### src/common/hpc_pkg.sv
// Package of the hub port configuration registers: offsets, fields, resets, carriers.
// Assumes a byte-wide register port driven by the EEPROM loader or the SMBus slave.
`default_nettype none

package hpc_pkg;

	// ****************************************
	// Register offsets
	// ****************************************
	localparam logic [7:0] HPC_OFS_LINK_POWER = 8'h05;
	localparam logic [7:0] HPC_OFS_CHARGE = 8'h06;
	localparam logic [7:0] HPC_OFS_REMOVABLE = 8'h07;
	localparam logic [7:0] HPC_OFS_PORT_USED = 8'h08;
	localparam logic [7:0] HPC_OFS_LEGACY = 8'h0C;

	// ****************************************
	// Field positions
	// ****************************************
	localparam int HPC_BIT_TIMEOUT_FORCE = 1;
	localparam int HPC_BIT_UNLOCK = 7;
	localparam int HPC_FIELD_LSB = 0;
	localparam int HPC_FIELD_MSB = 3;

	// ****************************************
	// Reset values and constants
	// ****************************************
	localparam logic HPC_TIMEOUT_FORCE_RST = 1'h0;
	localparam logic [3:0] HPC_CHARGE_RST = 4'h0;
	localparam logic HPC_UNLOCK_RST = 1'h0;
	localparam logic [3:0] HPC_REMOVABLE_RST = 4'h0;
	localparam logic [3:0] HPC_PORT_USED_RST = 4'hF;
	localparam logic [3:0] HPC_LEGACY_RST = 4'h0;
	localparam logic [7:0] HPC_TIMEOUT_MAX = 8'hFF;
	localparam logic [7:0] HPC_TIMEOUT_OFF = 8'h00;
	localparam logic [7:0] HPC_READ_ZERO = 8'h00;

	// ****************************************
	// Carriers
	// ****************************************
	typedef struct packed {
		logic wr;
		logic rd;
		logic [7:0] addr;
		logic [7:0] wdata;
	} hpc_cfg_req_type;

	typedef struct packed {
		logic [7:0] u1;
		logic [7:0] u2;
	} hpc_timeout_type;

	typedef struct packed {
		logic init_pending;
		logic timeout_force;
		logic [3:0] charge_en;
		logic unlock;
		logic [3:0] removable;
		logic [3:0] used;
		logic [3:0] legacy;
		logic [7:0] rdata;
		logic rd_ack;
		logic [3:0] removable_out;
		logic [3:0] port_on;
		logic [3:0] legacy_out;
		hpc_timeout_type [3:0] applied;
	} hpc_state_type;

endpackage : hpc_pkg

`default_nettype wire

### src/verilog/hpc_timeout_map.sv
// Substitution of one host-programmed link inactivity timeout.
// Assumes the force level comes from a register of the caller.
`default_nettype none

module hpc_timeout_map
	import hpc_pkg::*;
(
	// Control
	input wire logic force_max,
	// Timeout
	input wire logic [7:0] host_value,
	output logic [7:0] applied_value
);

	// ****************************************
	// Mapping
	// ****************************************
	always_comb begin
		if (force_max && (host_value != HPC_TIMEOUT_OFF)) begin
			applied_value = HPC_TIMEOUT_MAX;
		end else begin
			applied_value = host_value;
		end
	end

endmodule : hpc_timeout_map

`default_nettype wire

### src/verilog/hpc_lock_view.sv
// Visible value of a lockable four-bit port field.
// Assumes the one-time-programmable source is stable while locked.
`default_nettype none

module hpc_lock_view
	import hpc_pkg::*;
#(
	parameter bit INVERT = 1'b0
)
(
	// Control
	input wire logic unlock,
	// Sources
	input wire logic [3:0] stored,
	input wire logic [3:0] otp,
	// Result
	output logic [3:0] view
);

	// ****************************************
	// Selection
	// ****************************************
	always_comb begin
		if (unlock) begin
			view = stored;
		end else if (INVERT) begin
			view = ~otp;
		end else begin
			view = otp;
		end
	end

endmodule : hpc_lock_view

`default_nettype wire

### src/verilog/hpc_port_config.sv
// Configuration registers of a four-port hub: timeout force, charging, removable, port use.
// Assumes register writes come from the EEPROM loader or SMBus slave, one per cycle.
`default_nettype none

// Operation
// - While the timeout force bit is set, host-programmed U1/U2 timeouts are substituted.
// - Under force, any timeout from 1h to FFh is applied as FFh and zero stays zero.
// - Bit 0 of the link power register is reserved and always reads zero.
// - Bits 7:4 of the charging register and bits 6:4 of the removable register read zero.
// - Each charging enable bit switches the charging features of its port on at 1, off at 0.
// - Charging enable bit n belongs to downstream port n+1.
// - At reset release the four power switch and charge straps load the charging field.
// - In serial configuration mode the charging field may be overwritten by EEPROM or SMBus.
// - While unlock is 0 the removable, port-used and legacy fields are read only from OTP.
// - While unlock is 1 those three fields are writable by EEPROM or SMBus.
// - One write that sets unlock also stores the removable bits it carries.
// - A removable bit reads 1 for a removable device and 0 for a fixed one.
// - Removable bit n belongs to downstream port n+1.
// - While locked each removable bit reads as the inverse of the OTP non-removable bit.
// - Each port-used bit enables its port at 1 and disables it at 0 unless its legacy bit is set, bit n for port n+1.
// - A set legacy-speed-only bit keeps that port enabled whatever its port-used bit.
module hpc_port_config
	import hpc_pkg::*;
(
	// Clock and reset
	input wire logic clk,
	input wire logic rst,
	// Register port
	input wire hpc_cfg_req_type cfg_req,
	output logic [7:0] cfg_rdata,
	output logic cfg_rd_ack,
	// Configuration sources
	input wire logic cfg_serial_mode,
	input wire logic [3:0] power_switch_charge_straps,
	input wire logic [3:0] otp_non_removable,
	input wire logic [3:0] otp_used,
	input wire logic [3:0] otp_legacy,
	// Host-programmed timeouts
	input wire hpc_timeout_type [3:0] host_timeout,
	output hpc_timeout_type [3:0] applied_timeout,
	// Port controls
	output logic lpm_timeout_force,
	output logic [3:0] charge_port_enable,
	output logic removable_override_unlock,
	output logic [3:0] device_removable,
	output logic [3:0] port_enabled,
	output logic [3:0] legacy_speed_only_port
);

	// ****************************************
	// State
	// ****************************************
	hpc_state_type st;
	hpc_state_type next_st;
	logic [3:0] removable_view;
	logic [3:0] used_view;
	logic [3:0] legacy_view;
	logic [3:0][7:0] mapped_u1;
	logic [3:0][7:0] mapped_u2;
	logic wr_link;
	logic wr_charge;
	logic wr_removable;
	logic wr_used;
	logic wr_legacy;

	// ****************************************
	// Decode
	// ****************************************
	assign wr_link = cfg_req.wr && (cfg_req.addr == HPC_OFS_LINK_POWER);
	assign wr_charge = cfg_req.wr && (cfg_req.addr == HPC_OFS_CHARGE);
	assign wr_removable = cfg_req.wr && (cfg_req.addr == HPC_OFS_REMOVABLE);
	assign wr_used = cfg_req.wr && (cfg_req.addr == HPC_OFS_PORT_USED);
	assign wr_legacy = cfg_req.wr && (cfg_req.addr == HPC_OFS_LEGACY);

	// ****************************************
	// Lockable field views
	// ****************************************
	hpc_lock_view #(
		.INVERT(1'b1)
	) u_removable_view (
		.unlock(st.unlock),
		.stored(st.removable),
		.otp(otp_non_removable),
		.view(removable_view)
	);

	hpc_lock_view #(
		.INVERT(1'b0)
	) u_used_view (
		.unlock(st.unlock),
		.stored(st.used),
		.otp(otp_used),
		.view(used_view)
	);

	hpc_lock_view #(
		.INVERT(1'b0)
	) u_legacy_view (
		.unlock(st.unlock),
		.stored(st.legacy),
		.otp(otp_legacy),
		.view(legacy_view)
	);

	// ****************************************
	// Timeout substitution, one pair per port
	// ****************************************
	for (genvar p = 0; p < 4; p++) begin : g_port
		hpc_timeout_map u_map_u1 (
			.force_max(st.timeout_force),
			.host_value(host_timeout[p].u1),
			.applied_value(mapped_u1[p])
		);
		hpc_timeout_map u_map_u2 (
			.force_max(st.timeout_force),
			.host_value(host_timeout[p].u2),
			.applied_value(mapped_u2[p])
		);
	end

	// ****************************************
	// Next state
	// ****************************************
	always_comb begin
		next_st = st;
		// Straps win over a write in the first cycle after reset, so the default is never lost
		if (st.init_pending) begin
			next_st.charge_en = power_switch_charge_straps;
			next_st.init_pending = 1'b0;
		end else if (wr_charge && cfg_serial_mode) begin
			next_st.charge_en = cfg_req.wdata[HPC_FIELD_MSB:HPC_FIELD_LSB];
		end
		if (wr_link) begin
			next_st.timeout_force = cfg_req.wdata[HPC_BIT_TIMEOUT_FORCE];
		end
		if (wr_removable) begin
			next_st.unlock = cfg_req.wdata[HPC_BIT_UNLOCK];
			// The new unlock value gates the field, so one write opens and loads it
			if (cfg_req.wdata[HPC_BIT_UNLOCK]) begin
				next_st.removable = cfg_req.wdata[HPC_FIELD_MSB:HPC_FIELD_LSB];
			end
		end
		if (wr_used && st.unlock) begin
			next_st.used = cfg_req.wdata[HPC_FIELD_MSB:HPC_FIELD_LSB];
		end
		if (wr_legacy && st.unlock) begin
			next_st.legacy = cfg_req.wdata[HPC_FIELD_MSB:HPC_FIELD_LSB];
		end
		// Read answer one cycle after the strobe
		next_st.rd_ack = cfg_req.rd;
		next_st.rdata = HPC_READ_ZERO;
		if (cfg_req.rd) begin
			case (cfg_req.addr)
				HPC_OFS_LINK_POWER: begin
					next_st.rdata = {6'h00, st.timeout_force, 1'h0};
				end
				HPC_OFS_CHARGE: begin
					next_st.rdata = {4'h0, st.charge_en};
				end
				HPC_OFS_REMOVABLE: begin
					next_st.rdata = {st.unlock, 3'h0, removable_view};
				end
				HPC_OFS_PORT_USED: begin
					next_st.rdata = {4'h0, used_view};
				end
				HPC_OFS_LEGACY: begin
					next_st.rdata = {4'h0, legacy_view};
				end
				default: begin
					next_st.rdata = HPC_READ_ZERO;
				end
			endcase
		end
		// Port controls, bit n drives downstream port n+1
		next_st.removable_out = removable_view;
		next_st.legacy_out = legacy_view;
		next_st.port_on = used_view | legacy_view;
		for (int p = 0; p < 4; p++) begin
			next_st.applied[p].u1 = mapped_u1[p];
			next_st.applied[p].u2 = mapped_u2[p];
		end
	end

	// ****************************************
	// Registers
	// ****************************************
	always_ff @(posedge clk) begin
		if (rst) begin
			st <= '0;
			st.init_pending <= 1'b1;
			st.timeout_force <= HPC_TIMEOUT_FORCE_RST;
			st.charge_en <= HPC_CHARGE_RST;
			st.unlock <= HPC_UNLOCK_RST;
			st.removable <= HPC_REMOVABLE_RST;
			st.used <= HPC_PORT_USED_RST;
			st.legacy <= HPC_LEGACY_RST;
		end else begin
			st <= next_st;
		end
	end

	// ****************************************
	// Outputs
	// ****************************************
	assign cfg_rdata = st.rdata;
	assign cfg_rd_ack = st.rd_ack;
	assign applied_timeout = st.applied;
	assign lpm_timeout_force = st.timeout_force;
	assign charge_port_enable = st.charge_en;
	assign removable_override_unlock = st.unlock;
	assign device_removable = st.removable_out;
	assign port_enabled = st.port_on;
	assign legacy_speed_only_port = st.legacy_out;
endmodule : hpc_port_config

`default_nettype wire

### config.mk
export PLATFORM = sky130hd
export DESIGN_NAME = hpc_port_config
export DESIGN_NICKNAME = d
export VERILOG_FILES = /design/src/common/hpc_pkg.sv /design/src/verilog/hpc_timeout_map.sv /design/src/verilog/hpc_lock_view.sv /design/src/verilog/hpc_port_config.sv
export SDC_FILE = /design/constraint.sdc
export NUM_CORES = 1
export LEC_CHECK = 0
export BUFFER_PORTS_ARGS = -buffer_cell sky130_fd_sc_hd__buf_2
export CELL_PAD_IN_SITES_DETAIL_PLACEMENT = 1
export CELL_PAD_IN_SITES_GLOBAL_PLACEMENT = 1
export CORE_MARGIN = 2
export CORE_UTILIZATION = 35
export CTS_BUF_LIST = sky130_fd_sc_hd__clkbuf_8
export DETAILED_ROUTE_END_ITERATION = 6
export MAX_ROUTING_LAYER = met4
export PLACE_DENSITY = 0.94
export SLEW_MARGIN = 30
export SYNTH_ARGS = -nofsm -noshare
export SYNTH_HDL_FRONTEND = slang
export SYNTH_SLANG_ARGS = --single-unit
### constraint.sdc
create_clock -name clk -period 2.7 [get_ports clk]
set_clock_uncertainty 0.2 [all_clocks]
set_input_delay 0.54 -clock clk [delete_from_list [all_inputs] [get_ports clk]]
set_output_delay 0.54 -clock clk [all_outputs]
set_load 0.01 [all_outputs]
==> impl_results.md <==
- Worst Setup EP: st[85]
- Clock buffer depth: 2
- Register area share after synthesis: 0.474
- Drt via density: 4.77
- CTS Hold Buffers Added: 0
- Post_cts resized: 0
- Setup WS post-layout: 0.561 ns
- Num CTS Buffers: 9
- CTS tree: done
- Comb power frac: 0.118
- Synth top area share: 0.474
- Reg2Reg Setup Slack: between 0.6 and 0.7 ns
- IO Count: 192
- Detailed Route Iter0 Violations: 194
- Tightest Pin Transition: 0.799 ns
- Core area: approximately 12000 µm²
- Worst min path class: in -> reg
- Vias in the first global route: 3684
- Rows: 40
- Detailed placement HPWL: 8.73 mm
- CP Data Required Time: 2.74 ns
- Area growth syn-to-layout: 14.7%
- DR WL/cell: 15.2 µm
- Die Span Y: 114 µm
- Max cap viols: 0
- TritonRoute pass-1 iters: 4
- Post-Place Worst Slack: 0.192 ns
- Inserted Diodes: 0
- Most area-consuming cells after synthesis: dfxtp_1, buf_4, nor2_1
- Synthesized cell area: 4270 µm²
- WS Path Type: in -> reg
- Worst r2r src: removable_override_unlock
- Final WL: 11.2 mm
- Initial Util: 0.357
- IO Port Bufs: 185
- Die W: around 110 µm
- CP arrival: 2.18 ns
- Final count of negative-setup-slack endpoints: 0
- Flop pwr share: 0.548
- Gr ovfl total: 0
- Share of layout cells above drive strength 1: 0.362
- H-Tree Depth: 3
- Setup crit start kind: input port
- Total Die Area: approximately 13000 µm²
- Worst r2r path cells: 4
- Layout fillers: 1483
- Final net count: between 600 and 700
- Root Driver: clkbuf_8
- Largest net degree at the start of global routing: 49
- Pins Over Slew Limit: 0
- Detail Route Antenna Nets: 0
- Max Freq: around 470 MHz
- CP Launch Point: cfg_req[13]
- Cell variety after synth: 38
- Clock power share: 0.335
- Syn_area_per_cell: 8.78 µm²
- Slew headroom: 0.462
- Top cell type by total area after synthesis: dfxtp_1
- Synth warn: 0
- GP Congestion: 0.816
- TritonCTS sink count: between 100 and 150
- Initial antenna violation count: 0
- Commonest non-fill, non-tap cells in the layout: buf_2, nor2_1, dfxtp_1
- Fin. Hold Viols: 0
- Post-CTS setup buffers: 0
- Clock transition at the registers of the reported paths: roughly 0.090 ns
- DRC Markers: 0
- First-pass GRT wire length: 17.6 mm
- P_int: approximately 2.1 mW
- Flops & latches, synth: 101
- Final min period: 2.14 ns
- CP Capture Type: flip-flop
- Run status: finished clean
- Crit Path Max Fanout: 7
- Clock Latency Late Sink: between 0.3 and 0.4 ns
- Static Leak: 2.34 nW
- All-Layer GR Usage: 0.177
- Gate Count Post-Synth: 486
- Worst VDD drop: 195 µV
- Via count: 3511
- RSZ-0062 raised after global routing: false
- Setup TNS: 0 ns
- Psw: around 720 µW
- Pwr Density: 587 nW/µm²
- Period utilisation layout: 0.792
- Commonest non-fill, non-tap cell in the layout: buf_2
- Switching share of power: 0.252
- Reg2reg end: st[85]
## power groups by stage
| stage | Combinational (mW) | Clock [mW] | Sequential [mW] |
|---|---|---|---|
| after floorplan | 0.238 | 0 | 1.60 |
| after global routing | 0.373 | 1.05 | 1.58 |
| after detailed placement | 0.340 | 0 | 1.61 |
| after CTS | 0.342 | 1.00 | 1.58 |
| final | 0.338 | 0.962 | 1.57 |
| after global placement | 0.325 | 0 | 1.61 |
## routing by layer
metal	track usage	vias up	share of wire
met2	0.314	122	0.52
met3	0.0349	14	0.050
met1	0.192	1677	0.41
met5	-	-	0
met4	0.0740	0	0.017
li1	-	1698	-
## registers in the layout (all words and copies together) (netlist names)
| name | cells |
|---|---|
| applied_timeout | 64 |
| st | 13 |
| cfg_rdata | 5 |
| charge_port_enable | 4 |
| device_removable | 4 |
| legacy_speed_only_port | 4 |
| port_enabled | 4 |
| cfg_rd_ack | 1 |
| lpm_timeout_force | 1 |
| removable_override_unlock | 1 |
## worst max-delay path: stages
cell	delay [ns]
buf_2	0.10
or4_4	0.61
or4_1	0.64
mux2i_1	0.22
nor2_1	0.06
## kinds of logic after synthesis
logic type | after synthesis | synth area share
muxes | 21 | 0.0610
DFF | 101 | 0.474
AOI/OAI and AO/OA | 34 | 0.0543
other | 1 | 0.000879
buffers and inverters | 110 | 0.176
and+or+nand+nor | 219 | 0.234
## layout make-up
class	instances	area [µm²]	area share
clock inverters	6	55.1	0.0113
clock buffers	10	138	0.0281
well taps	147	184	0.0376
multi-input cells	277	1500	0.307
repair buffers	190	976	0.199
flip-flops and latches	101	2020	0.413
inverters	5	18.8	0.00384
## cell usage after synthesis
library cell,number
mux2i_1,17
nor3_2,1
nor3_1,8
dfxtp_1,101
o21ai_0,4
o21a_1,1
or4_4,1
o2111ai_1,1
or4_1,1
a31oi_1,3
nor4_4,1
conb_1,1
buf_6,1
o211a_1,1
buf_4,88
and3_1,4
o21bai_1,1
a21oi_1,6
a311oi_1,1
inv_1,5
clkbuf_1,10
nor2b_1,4
nand2b_1,8
a21boi_1,8
mux4_2,4
nand3_1,5
and2_1,3
or2_1,1
nor2_1,154
nand2_1,4
or3b_2,1
nor4_2,1
nor4_1,18
nor3b_1,1
buf_1,5
a211oi_1,8
buf_2,1
nand3b_1,3
## worst min path at each step
stage	start	slack, ns	end	cells after the start
after floorplan	st[93]	0.25	st[93]	2
after global placement	st[96]	0.28	st[96]	2
after detailed placement	st[96]	0.32	st[96]	2
after CTS	host_timeout[33]	0.17	applied_timeout[33]	3
after global routing	host_timeout[53]	0.19	applied_timeout[53]	3
final	host_timeout[33]	0.19	applied_timeout[33]	3
## per-stage QoR
stage	instances	power [mW]	area [µm²]	utilization	hold WS (ns)
2_1_floorplan	488	1.84	4270	-	0.251
3_3_place_gp	720	1.93	4700	0.393	0.277
3_5_place_dp	720	1.95	4700	0.393	0.319
4_1_cts	736	2.92	4890	0.409	0.166
5_1_grt	736	3.00	4890	0.409	0.193
6_report	736	2.87	4890	0.409	0.187
Note: power is estimated with default switching activity, not from simulation.
